## src/logic/wdog_pkg.sv

```systemverilog
// package: constants, register offsets and reset values of the reload-counter watchdog
// Function
// - sixteen-bit down counter, reload from two bytes
// - only on or off; counts until retriggered
// - enable by refresh or always-on option zero
// - reload value is high byte then low
// - reload value resets to 0400 hex
// - one decrement per watchdog oscillator tick
// - first enable loads reload, counts toward zero
// - refresh instruction reloads counter, counting resumes
// - debugger halt retriggers counter continuously
// - zero count is time-out, response per option
// - interrupt mode raises request, sets watchdog flag
// - interrupt mode time-out lets counter roll over
// - interrupt mode stop time-out: recovery, both flags
// - reset mode time-out outside stop forces reset
// - system reset returns counter to reset value
// - reset mode stop time-out: recovery, both flags
// - unlock is 55h then AAh to high
// - unlock writes keep high; locked writes ignored
// - high then low written; low write relocks
// - reload addresses read back the live count
package wdog_pkg;
    // ****************************************
    // register map
    // ****************************************
    localparam logic [11:0] ADDR_RELOAD_HIGH = 12'h0FF2; // reload_high_byte
    localparam logic [11:0] ADDR_RELOAD_LOW = 12'h0FF3; // reload_low_byte
    localparam logic [11:0] ADDR_CAUSE = 12'h0FF4; // reset_cause_register copy
    localparam int CAUSE_WDOG_BIT = 5; // watchdog flag position
    localparam int CAUSE_STOP_BIT = 4; // stop flag position
    // ****************************************
    // reset values and unlock keys
    // ****************************************
    localparam logic [15:0] RELOAD_RESET = 16'h0400;
    localparam logic [7:0] UNLOCK_KEY_FIRST = 8'h55;
    localparam logic [7:0] UNLOCK_KEY_SECOND = 8'hAA;
    // ****************************************
    // timing
    // ****************************************
    localparam int MCLK_HZ = 200_000_000;
    localparam int WDOG_OSC_HZ = 10_000; // nominal watchdog oscillator rate
    localparam int WDOG_TICK_CYCLES = MCLK_HZ / WDOG_OSC_HZ;
    // ****************************************
    // unlock tracker states, one-hot
    // ****************************************
    typedef enum logic [3:0] {
        LOCKED = 4'b0001,
        GOT_FIRST = 4'b0010,
        WANT_HIGH = 4'b0100,
        WANT_LOW = 4'b1000
    } unlock_state_t;
endpackage

```

## src/logic/wdog_tick_if.sv

```systemverilog
// interface: watchdog oscillator tick carried from the divider to the counter
`timescale 1ns/1ps
`default_nettype none
interface wdog_tick_if;
    logic tick; // one-cycle pulse per watchdog oscillator period
    modport source (output tick);
    modport sink (input tick);
endinterface
`default_nettype wire

```

## src/logic/wdog_tick_div.sv

```systemverilog
// module: divides mclk down to the watchdog oscillator tick enable
`timescale 1ns/1ps
`default_nettype none
module wdog_tick_div #(
    parameter int DIVIDE = wdog_pkg::WDOG_TICK_CYCLES
) (
    input wire logic mclk,
    input wire logic reset,
    wdog_tick_if.source tick_out
);
    import wdog_pkg::*;
    // ****************************************
    // state
    // ****************************************
    typedef struct packed {
        logic [31:0] count; // cycles left in this period
        logic tick; // registered pulse
    } div_state_t;
    div_state_t s_q;
    div_state_t s_d;
    initial begin
        if (DIVIDE < 1) begin
            $error("divide must be at least one");
        end
    end
    // next state: pulse once every DIVIDE cycles
    always_comb begin
        s_d = s_q;
        s_d.tick = 1'b0;
        if (s_q.count == 32'h0000_0000) begin
            s_d.count = 32'(DIVIDE - 1);
            s_d.tick = 1'b1;
        end else begin
            s_d.count = s_q.count - 32'h0000_0001;
        end
    end
    // register the state
    always_ff @(posedge mclk or posedge reset) begin
        if (reset) begin
            s_q <= '0;
        end else begin
            s_q <= s_d;
        end
    end
    assign tick_out.tick = s_q.tick;
endmodule
`default_nettype wire

```

## src/logic/wdog_reload_counter.sv

```systemverilog
// module: reload-counter watchdog with unlock-protected reload bytes
//
// Implementation choices: the address-and-strobe port and the address map.
`timescale 1ns/1ps
`default_nettype none
module wdog_reload_counter #(
    parameter int TICK_CYCLES = wdog_pkg::WDOG_TICK_CYCLES
) (
    input wire logic mclk,
    input wire logic reset,
    input wire logic [11:0] reg_addr,
    input wire logic [7:0] reg_wdata,
    input wire logic reg_write,
    input wire logic reg_read,
    output logic [7:0] reg_rdata,
    input wire logic refresh_exec,
    input wire logic debug_halt,
    input wire logic stop_mode,
    input wire logic always_on_option,
    input wire logic timeout_response_option,
    output logic wdog_irq,
    output logic stop_recovery,
    output logic system_reset_req,
    output logic wdog_running
);
    import wdog_pkg::*;
    // ****************************************
    // state
    // ****************************************
    typedef struct packed {
        logic on; // watchdog switched on
        logic [15:0] count; // live down counter
        logic [7:0] reload_high; // reload_high_byte
        logic [7:0] reload_low; // reload_low_byte
        unlock_state_t unlock; // unlock tracker
        logic flag_wdog; // watchdog cause flag
        logic flag_stop; // stop cause flag
        logic [7:0] rdata; // read data, one cycle after strobe
        logic irq; // interrupt request level
        logic recover; // stop recovery pulse
        logic rst_req; // system reset pulse
    } wdog_state_t;
    wdog_state_t s_q;
    wdog_state_t s_d;
    wdog_tick_if tick_bus ();
    logic [15:0] reload_value; // assembled reload word
    logic timeout; // counter hits zero on a tick
    initial begin
        if (TICK_CYCLES < 1) begin
            $error("tick cycles must be at least one");
        end
    end
    // ****************************************
    // oscillator tick
    // ****************************************
    wdog_tick_div #(
        .DIVIDE(TICK_CYCLES)
    ) u_div (
        .mclk(mclk),
        .reset(reset),
        .tick_out(tick_bus.source)
    );
    // high byte on top of low byte
    assign reload_value = {s_q.reload_high, s_q.reload_low};
    // zero reached while running and not held by the debugger
    assign timeout = s_q.on && tick_bus.tick && !debug_halt && !refresh_exec
        && (s_q.count == 16'h0001);
    // ****************************************
    // next state
    // ****************************************
    always_comb begin
        s_d = s_q;
        s_d.recover = 1'b0;
        s_d.rst_req = 1'b0;
        s_d.rdata = 8'h00;
        // enabling: refresh or the always-on option at zero
        if (!s_q.on && (refresh_exec || !always_on_option)) begin
            s_d.on = 1'b1;
            s_d.count = reload_value;
        end else if (s_q.on) begin
            if (refresh_exec || debug_halt) begin
                // retrigger keeps running afterwards
                s_d.count = reload_value;
            end else if (tick_bus.tick) begin
                // plain decrement; after zero it wraps
                s_d.count = s_q.count - 16'h0001;
            end
        end
        // time-out response
        if (timeout) begin
            s_d.flag_wdog = 1'b1;
            if (stop_mode) begin
                // stop mode always recovers, both flags set
                s_d.flag_stop = 1'b1;
                s_d.recover = 1'b1;
                s_d.irq = !timeout_response_option ? 1'b1 : s_q.irq;
            end else if (!timeout_response_option) begin
                s_d.irq = 1'b1; // interrupt response
            end else begin
                s_d.rst_req = 1'b1; // reset response
            end
        end
        // register writes
        if (reg_write) begin
            if (reg_addr == ADDR_RELOAD_HIGH) begin
                case (s_q.unlock)
                    LOCKED: begin
                        // keys never touch the high byte
                        s_d.unlock = (reg_wdata == UNLOCK_KEY_FIRST) ? GOT_FIRST : LOCKED;
                    end
                    GOT_FIRST: begin
                        s_d.unlock = (reg_wdata == UNLOCK_KEY_SECOND) ? WANT_HIGH : LOCKED;
                    end
                    WANT_HIGH: begin
                        s_d.reload_high = reg_wdata;
                        s_d.unlock = WANT_LOW;
                    end
                    default: begin
                        s_d.unlock = LOCKED; // out of order
                    end
                endcase
            end else if (reg_addr == ADDR_RELOAD_LOW) begin
                if (s_q.unlock == WANT_LOW) begin
                    s_d.reload_low = reg_wdata; // relock on low write
                end
                s_d.unlock = LOCKED; // locked or out of order
            end else if (reg_addr == ADDR_CAUSE) begin
                // writing zero clears a flag; a same-cycle time-out wins
                if (!reg_wdata[CAUSE_WDOG_BIT] && !timeout) begin
                    s_d.flag_wdog = 1'b0;
                    s_d.irq = 1'b0;
                end
                if (!reg_wdata[CAUSE_STOP_BIT] && !(timeout && stop_mode)) begin
                    s_d.flag_stop = 1'b0;
                end
            end
        end
        // register reads: reload addresses show the live count
        if (reg_read) begin
            if (reg_addr == ADDR_RELOAD_HIGH) begin
                s_d.rdata = s_q.count[15:8];
            end else if (reg_addr == ADDR_RELOAD_LOW) begin
                s_d.rdata = s_q.count[7:0];
            end else if (reg_addr == ADDR_CAUSE) begin
                s_d.rdata[CAUSE_WDOG_BIT] = s_q.flag_wdog;
                s_d.rdata[CAUSE_STOP_BIT] = s_q.flag_stop;
            end
        end
    end
    // ****************************************
    // registers; reset restores reload and counter
    // ****************************************
    always_ff @(posedge mclk or posedge reset) begin
        if (reset) begin
            s_q <= '0;
            s_q.count <= RELOAD_RESET;
            s_q.reload_high <= RELOAD_RESET[15:8];
            s_q.reload_low <= RELOAD_RESET[7:0];
            s_q.unlock <= LOCKED;
        end else begin
            s_q <= s_d;
        end
    end
    // outputs straight from flip-flops
    assign reg_rdata = s_q.rdata;
    assign wdog_irq = s_q.irq;
    assign stop_recovery = s_q.recover;
    assign system_reset_req = s_q.rst_req;
    assign wdog_running = s_q.on;
endmodule
`default_nettype wire

```

## config.mk

```make
export PLATFORM = sky130hd
export DESIGN_NAME = wdog_reload_counter
export DESIGN_NICKNAME = d
export VERILOG_FILES = /design/src/logic/wdog_pkg.sv /design/src/logic/wdog_tick_if.sv /design/src/logic/wdog_tick_div.sv /design/src/logic/wdog_reload_counter.sv
export SDC_FILE = /design/constraint.sdc
export NUM_CORES = 1
export LEC_CHECK = 0
export BUFFER_PORTS_ARGS = -buffer_cell sky130_fd_sc_hd__buf_2
export CORE_UTILIZATION = 33
export CTS_BUF_LIST = sky130_fd_sc_hd__clkbuf_4 sky130_fd_sc_hd__clkbuf_8
export DETAILED_ROUTE_END_ITERATION = 8
export PLACE_DENSITY = 0.52
export SLEW_MARGIN = 0
export SYNTH_ARGS = -nofsm -noshare
export SYNTH_HDL_FRONTEND = slang
export SYNTH_SLANG_ARGS = --single-unit
```

## constraint.sdc

```tcl
create_clock -name mclk -period 2.7 [get_ports mclk]
set_input_delay 0.135 -clock mclk [delete_from_list [all_inputs] [get_ports mclk]]
set_output_delay 0.135 -clock mclk [all_outputs]
set_load 0.01 [all_outputs]
```

=== After elaboration in Yosys (flattened, before gate mapping) ===
Index checks and enable logic that the tools add are counted.

* Word-level logic and storage cells: 87
* Latch bits: 0
* Memory bits (read-only): 0
* Bits in writable memories: 0
* Memories kept: 0
* Bits of input ports: 29
* Output and inout port bits: 12
* Flip-flop bits (word level): 83

* Shift operators: 0
* Eq/ne operators: 10
* Order comparisons: 0
* Bitwise operators: 1
* Add/sub/neg operators: 2
* Div/mod/pow operators: 0
* Reduce and logical (&&, ||, !) cells: 26
* Muxes and demuxes: 35
* $mul: 0

{| class="wikitable"
|+ Operators with widths
! kind !! number
|-
| $mux W16 || 4
|-
| $eq A12 B12 Y1 const B || 3
|-
| $logic_not A32 Y1 || 1
|-
| $mux W32 || 1
|-
| $sub A32 B1 Y32 const B || 1
|-
| $mux W2 || 9
|-
| $eq A16 B1 Y1 const B || 1
|-
| $mux W8 || 2
|-
| $sub A16 B1 Y16 const B || 1
|-
| $mux W1 || 13
|-
| $mux W4 || 3
|-
| $pmux W4 S3 || 1
|-
| $eq A8 B7 Y1 const B || 1
|-
| $eq A8 B8 Y1 const B || 1
|-
| $logic_and A1 B1 Y1 || 8
|-
| $logic_not A1 Y1 || 8
|-
| $mux W3 || 2
|-
| $eq A4 B1 Y1 const B || 1
|-
| $eq A4 B2 Y1 const B || 1
|-
| $eq A4 B3 Y1 const B || 1
|-
| $eq A4 B4 Y1 const B || 1
|-
| $reduce_and A2 Y1 || 2
|-
| $reduce_and A4 Y1 || 1
|-
| $reduce_bool A2 Y1 || 2
|-
| 4 further kinds || 5
|}

=== Longest topological paths before layout ===
Gate-level depths: netlist of the first run.

* Depth after elaboration: 12
* Mapped depth: 9
* Mapped depth without buffers: 7

=== Modules after synthesis ===
A second synthesis of the first run with hierarchy kept.

* Cell total of the unflattened synthesis: 421
* Area total of the unflattened synthesis: 4285.4 sq um

{| class="wikitable"
|+ Modules (own cells, without submodules)
! module !! area an instance (sq um) !! seq. area each (sq um) !! times used !! cells an instance
|-
| wdog_reload_counter || 2702.6 || 1255.0 || 1 || 267
|-
| wdog_tick_div || 1582.8 || 825.8 || 1 || 154
|}

=== Worst setup path before layout of the first run ===
No wires, ideal clock.

* Kind: register -> register
* Start point: reg u_div.s_q[24] in the netlist's numbering
* End point: reg u_div.s_q[9] in the netlist's numbering
* Stages on the path, launching flop included: 9
* Clock period less this slack: 2.242 ns
* Setup time: 0.130 ns
* Arrival time: 2.112 ns
* Buffers on the path: 3
* Required time: 2.570 ns
* Path slack: 0.458 ns
* Cells stage by stage: dfrtp_1 or4_4 or3_1 clkbuf_2 or3_1 buf_6 clkinv_4 buf_8 a21oi_1

{| class="wikitable"
|+ RTL lines
! element !! line !! text
|-
| from (decl) || wdog_tick_div.sv:19 || <nowiki>div_state_t s_q;</nowiki>
|-
| from (signal assigned) || wdog_tick_div.sv:40 || <nowiki>s_q <= '0;</nowiki>
|-
| from (signal assigned) || wdog_tick_div.sv:42 || <nowiki>s_q <= s_d;</nowiki>
|}

==> flow_summary_export.csv, run 1 <==
group,metric,value,unit
run_status,status,"finished clean",
critical_path,r2r_end,"u_div.s_q[27]",
synthesis,synth_seq_cells,83,
placement,io_buffer_count,40,
critical_path,rr_worst_depth,5,
drt,dr.first_iter.drc_count,280,
synthesis,synth_edf_count,0,
layout,final_cell_mix,"80 x dfrtp_1, 40 x buf_2, 34 x nor2_1",
synthesis,syn_area_per_cell,9.995,µm²
clock_network,cts_hold_buf,3,
layout,syn_to_final_growth,13.94,%
timing,max_freq,437.3,MHz
timing,tns,0,ps
timing,slew_headroom,45.75,%
layout,fin_nets,515,
die,std_cell_rows,41,
synthesis,syn-cell-area,4388,µm²
critical_path,path_max_fanout,21,
synthesis,ys_types,59,
power,leakage,2.156,nW
placement,hpwl,7466,µm
synthesis,synth_area_leaders,"dfrtp_1 46%, mux2_2 5.1%, a21oi_1 3.8%",
synthesis,postSynth.asyncResetShare,100.0,%
layout,final_common_cell,"dfrtp_1",
critical_path,arrival,2540,ps
clock_network,htree_levels,3,
grt,grt_overflow_total,0,
timing,min_period,2287,ps
drt,vias,3571,
placement,place_area,4773,µm²
flow_run,cap_violations,0,
clock_network,cts_sinks,83,
synthesis,yosysWarningCount,0,
layout,drive_gt1_share,23.00,%
clock_network,post-cts-setup-buffers,0,
grt,grt_first_pass_wirelength,18150,µm
die,start_util,34.35,%
timing,tightest_slew,806.3,ps
synthesis,seq_area_frac_synth,47.42,%
die,core,12770,µm²
drt,routed_wl,10870,µm
die,dieArea,13760,µm²
layout,fin_area,5000,µm²
grt,grt_use_total,16.48,%
clock_network,clk_pin_slew,90,ps
grt,grt_max_degree,56,
clock_network,cts_tree,"built",
timing,finalClockSkew,11.06,ps
clock_network,ctsResizeCount,0,
synthesis,yosysTopAreaCell,"dfrtp_1",
clock_network,clock_latency,380,ps
synthesis,yosysTopAreaCellShare,45.62,%
grt,grt_pass1_vias,3552,
synthesis,syn-num-nets,472,
synthesis,ys.flop_type,"dfrtp_1",
critical_path,worstSetupEndpointType,"flop",
die,pin_count,41,
critical_path,setup.worst_path.start,"u_div.s_q[24]",
power,peakVddDrop,188.4,µV
layout,diodes,0,
critical_path,rrSetupSlack,410,ps
synthesis,syn-instance-count,439,
critical_path,cp.required,2950,ps
timing,rsz0062_at_grt,"false",
drt,routedWlPerCell,16.49,µm
timing,drv_slew,0,
die,dieHeight,117.3,µm
min_path,min_path_type,"in2reg",
layout,fillers,1252,
drt,route.detailed.drc,0,
drt,drt-pass1-iter-count,4,
clock_network,cts_buffers,9,
drt,drtAntennaViolNets,0,
timing,finalSetupViolCount,0,
critical_path,critical_path_class,"reg2reg",
critical_path,worstReg2RegStart,"u_div.s_q[24]",
clock_network,clockBufferDepth,2,
timing,fin_crit_sh,84.70,%
power,p_per_area,490.6,nW/µm²
critical_path,endpoint,"u_div.s_q[27]",
critical_path,critPathLaunchType,"flop",
clock_network,cts-root-buf,"clkbuf_8",
drt,vias_per_cell,5.419,
placement,gp_congestion,0.8392,
timing,finalHoldViolCount,0,
grt,grt_antenna_before_repair,0,
die,die_w,117.3,µm
cells in the mapped netlist, drive strengths merged (3+ instances only):
library cell and instances:
a21oi 33, a22oi 4, a2bb2oi 7, a31oi 4, buf 15, clkbuf 14
dfrtp 80, dfstp 3, ha 4, inv 14, mux2 20, mux2i 7
nand2 22, nand3 17, nand3b 3, nand4 14, nand4b 4, nor2 34
nor3 14, nor4 12, nor4b 4, nor4bb 3, o21ai 15, o22a 4
o22ai 5, o31ai 11, o41ai 4, or2 6, or3 10, or4 15
or4b 4, xnor2 4, xor2 6
sequential cells by signal (all words and copies together) (netlist names):
name,cells
reload_value,16
wdog_running,1
reg_rdata,8
system_reset_req,1
stop_recovery,1
s_q,22
u_div.s_q,32
u_div.tick_out.tick,1
wdog_irq,1
per-stage QoR:
| stage | power (mW) | cells | setup WS, ps | util, % | hold WS, ps |
|---|---|---|---|---|---|
| finish | 2.453 | 659 | 413.0 | 39.14 | 20.18 |
| global placement | 1.568 | 640 | 477.3 | 37.37 | 190.5 |
| global route | 2.566 | 659 | 257.2 | 39.14 | 12.40 |
| floorplan | 1.473 | 439 | 433.2 | - | 204.8 |
| detailed placement | 1.570 | 640 | 423.9 | 37.37 | 203.9 |
| CTS | 2.488 | 659 | 402.0 | 39.14 | 6.577 |
per-layer routing:
metal  wire, µm  part of all wire (%)  up-vias  GRT usage, %
li1           -                     -     1738             -
met1       5027                    46     1740         21.70
met4        245                   2.3        0         6.656
met3        507                   4.7       13         3.648
met2       5085                    47       80         26.11
met5          0                     0        -             0
worst max-delay path, cell delays in order, from the launching register on:
cell and delay (ps):
dfrtp_1 430, or4_4 590, or3_1 420, or3_1 470
clkinv_4 180, a21oi_1 60
worst min-delay path by stage:
stage / from / end / cells past startpoint
final: timeout_response_option / system_reset_req / 2
after global routing: timeout_response_option / system_reset_req / 2
after CTS: timeout_response_option / system_reset_req / 2
after detailed placement: reset / s_q[14] / 2
after global placement: reset / s_q[14] / 2
after floorplan: stop_mode / system_reset_req / 1
where the power goes:
part / total, mW / switching (mW) / leakage, nW / internal (mW)
combinational: 0.245 / 0.143 / 1.01 / 0.102
clock: 0.902 / 0.489 / 0.0913 / 0.413
sequential: 1.31 / 0.0390 / 1.05 / 1.27
total: 2.45 / 0.670 / 2.16 / 1.78
final cells by class:
| cell class | instances | area (µm²) | area share (%) |
|---|---|---|---|
| Clock inverter | 4 | 31.28 | 0.6256 |
| Inverter | 15 | 62.56 | 1.251 |
| Sequential cell | 83 | 2081 | 41.62 |
| Tap cell | 172 | 215.2 | 4.304 |
| Timing Repair Buffer | 61 | 377.9 | 7.558 |
| Multi-Input combinational cell | 312 | 2067 | 41.34 |
| Clock buffer | 12 | 165.2 | 3.303 |
kinds of logic (layout without fill, tap and decap cells):
group | after synthesis | in the layout | synth area share (%)
compound gates | 99 | 99 | 14.68
xor+xnor | 10 | 10 | 1.996
fa+ha+maj | 4 | 4 | 1.141
buf+inv | 44 | 92 | 5.475
flops | 83 | 83 | 47.42
mux | 27 | 27 | 6.730
simple gates | 172 | 172 | 22.55
Power figures use the tool's default switching activity.
==> inputs of run 2 (changes only) <==
--- a/config.mk
+++ b/config.mk
@@ -5,6 +5,7 @@
 export SDC_FILE = /design/constraint.sdc
 export NUM_CORES = 1
 export LEC_CHECK = 0
+export ABC_AREA = 1
 export BUFFER_PORTS_ARGS = -buffer_cell sky130_fd_sc_hd__buf_2
 export CORE_UTILIZATION = 33
 export CTS_BUF_LIST = sky130_fd_sc_hd__clkbuf_4 sky130_fd_sc_hd__clkbuf_8
==> constraint.sdc (replaced) <==
create_clock -name mclk -period 2.2 [get_ports mclk]
set_input_delay 0.11 -clock mclk [delete_from_list [all_inputs] [get_ports mclk]]
set_output_delay 0.11 -clock mclk [all_outputs]
set_load 0.01 [all_outputs]
==> flow_summary_export.csv, run 2 <==
group,metric,value,unit
run_status,status,"complete, but fails checks",
run_status,violations,"DRC",
layout,final_common_cell,"nand2_1",
clock_network,cts_buffers,9,
synthesis,syn-instance-count,703,
clock_network,cts_sinks,83,
timing,drv_slew,0,
placement,gp_congestion,0.9668,
min_path,min_path_type,"in2reg",
clock_network,cts_hold_buf,11,
placement,hpwl,9670,µm
power,p_per_area,542.5,nW/µm²
synthesis,syn_area_per_cell,7.109,µm²
synthesis,synth_edf_count,0,
synthesis,seq_area_frac_synth,41.64,%
placement,preCtsSetupSlack,463.7,ps
layout,largest_reg_flops,32,
power,peakVddDrop,392.1,µV
grt,grt_use_total,17.08,%
die,dieArea,15640,µm²
synthesis,ys_top_cells_by_count,"195 x nand2_1, 137 x nor2_1, 80 x dfrtp_1, 76 x inv_1, 57 x nand3_1",
synthesis,syn-num-nets,736,
drt,vias_per_cell,4.783,
critical_path,critPathMaxStageDelay,390,ps
drt,drtAntennaViolNets,0,
clock_network,htree_levels,3,
timing,max_freq,579.5,MHz
synthesis,synth_area_leaders,"dfrtp_1 40%, nand2_1 15%, nor2_1 10%",
layout,diodes,0,
synthesis,yosysTopAreaCellShare,40.06,%
timing,slew_headroom,44.37,%
clock_network,cts-root-buf,"clkbuf_8",
timing,fin_crit_sh,78.43,%
die,start_util,34.13,%
grt,grt_overflow_total,0,
layout,multi_input_area,2462,µm²
critical_path,path_max_fanout,4,
layout,fin_nets,783,
critical_path,crit_chain,"inv_1 -> ha_1 -> nand2_2 -> inv_2 -> nand2_2 -> nor2_1 -> nand2_1 -> o21ai_0 -> nor2_1",
timing,tns,0,ps
synthesis,postSynth.asyncResetShare,100.0,%
die,dieHeight,125.1,µm
timing,fin_ws,474.4,ps
placement,io_buffer_count,40,
timing,min_period,1726,ps
die,core,14640,µm²
critical_path,cp_slowest_cell,"dfrtp_1",
synthesis,syn-cell-area,4997,µm²
synthesis,yosysWarningCount,0,
layout,regMostFlops,"u_div.s_q",
critical_path,worstSetupEndpointType,"flop",
drt,routed_wl,12790,µm
clock_network,clock_latency,380,ps
grt,grt_antenna_before_repair,0,
drt,drt-pass1-iter-count,7,
clock_network,ctsResizeCount,0,
synthesis,synth.most_common_cell,"nand2_1",
synthesis,yosysTopAreaCell,"dfrtp_1",
timing,finalHoldViolCount,0,
layout,seqCellArea,2081,µm²
synthesis,synth_seq_cells,83,
grt,grt_pass1_vias,4332,
clock_network,post-cts-setup-buffers,0,
critical_path,critPathLaunchType,"flop",
timing,tightest_slew,832.8,ps
die,std_cell_rows,44,
layout,final_cell_mix,"195 x nand2_1, 137 x nor2_1, 80 x dfrtp_1",
clock_network,clockBufferDepth,2,
critical_path,cp.required,2470,ps
critical_path,rrSetupSlack,470,ps
layout,drive_gt1_share,15.10,%
timing,rsz0062_at_grt,"false",
layout,fillers,1563,
clock_network,cts_tree,"built",
grt,grt_first_pass_wirelength,21120,µm
drt,route.detailed.drc,18,
die,die_w,125.1,µm
critical_path,critical_path_class,"reg2reg",
drt,vias,4491,
critical_path,arrival,1990,ps
die,pin_count,41,
grt,grt_max_degree,36,
clock_network,clk_pin_slew,90,ps
synthesis,ys_types,38,
timing,finalClockSkew,13.36,ps
drt,dr.first_iter.drc_count,180,
power,leakage,2.909,nW
flow_run,cap_violations,0,
drt,routedWlPerCell,13.62,µm
synthesis,ys.flop_type,"dfrtp_1",
timing,finalSetupViolCount,0,
layout,syn_to_final_growth,13.14,%
==> run 2: cell types whose count changed in the layout (fill, tap and decap cells not counted), moves of 11 or more <==
cell,before,now
nor2_2,0,12
nand2_2,0,12
nand2_1,22,195
nand3_1,17,57
nor2_1,34,137
buf_4,17,2
nor4_1,12,1
inv_1,13,75
mux2_2,20,0
or4_1,14,0
a21oi_1,33,14
o21ai_0,15,28
==> run 2: power breakdown <==
group / total [mW] / internal (mW) / leakage [nW] / switching, mW
Combinational: 0.319 / 0.109 / 1.74 / 0.209
Clock: 1.16 / 0.582 / 0.103 / 0.575
Sequential: 1.59 / 1.55 / 1.07 / 0.0398
Total: 3.07 / 2.24 / 2.91 / 0.824
==> run 2: worst paths after layout <==
path / cells past startpoint / endpoint / start
worst max register to register: 9 / u_div.s_q[19] / u_div.s_q[1]
min in group asynchronous: 3 / u_div.s_q[20] / reset
worst max-delay path: 9 / u_div.s_q[19] / u_div.s_q[1]
worst min register to register: 1 / u_div.s_q[1] / u_div.s_q[1]
worst min-delay path: 4 / s_q[15] / reg_addr[3]
max in group asynchronous: 4 / reload_value[10] / reset
==> run 2: layer usage <==
layer | share of wire [%] | track usage [%] | vias to the layer above
met4 | 1.6 | 5.165 | 0
li1 | - | - | 2284
met1 | 44 | 19.44 | 2103
met5 | 0 | 0 | -
met3 | 3.9 | 3.979 | 13
met2 | 51 | 31.55 | 91
==> run 2: cell type report <==
type,count,share of cell area [%]
clock buffers,12,2.700
inverters,82,5.510
multi-input cells,519,43.55
flip-flops and latches,83,36.80
repair buffers,55,6.462
well taps,184,4.072
clock inverters,4,0.9073
==> run 2: kinds of logic after synthesis <==
group                    after synthesis  synth area share [%]
AND/OR/NAND/NOR                      448                 39.94
buffers and inverters                101                 9.088
flip-flops                            83                 41.64
AO/OA/AOI/OAI                         60                 7.111
XOR/XNOR                               7                 1.227
adder cells (fa/ha/maj)                4                 1.002
==> run 2: per-stage QoR <==
| step | instance area (µm²) | std cells | hold slack [ps] | utilization, % | power, mW |
|---|---|---|---|---|---|
| global route | 5654 | 939 | 14.06 | 38.61 | 3.218 |
| CTS | 5654 | 939 | 2.788 | 38.61 | 3.108 |
| floorplan | 5001 | 703 | 204.3 | - | 1.812 |
| detailed placement | 5340 | 912 | 316.9 | 36.47 | 1.927 |
| global placement | 5340 | 912 | 313.1 | 36.47 | 1.924 |
| finish | 5654 | 939 | 11.60 | 38.61 | 3.067 |
==> run 2: critical path, delay by kind of cell, from the launching register on <==
family | cells | cell delay (ps)
AOI/OAI and AO/OA | 1 | 150
adders and majority gates | 1 | 270
buffers and inverters | 2 | 260
DFF | 1 | 390
and+or+nand+nor | 5 | 550
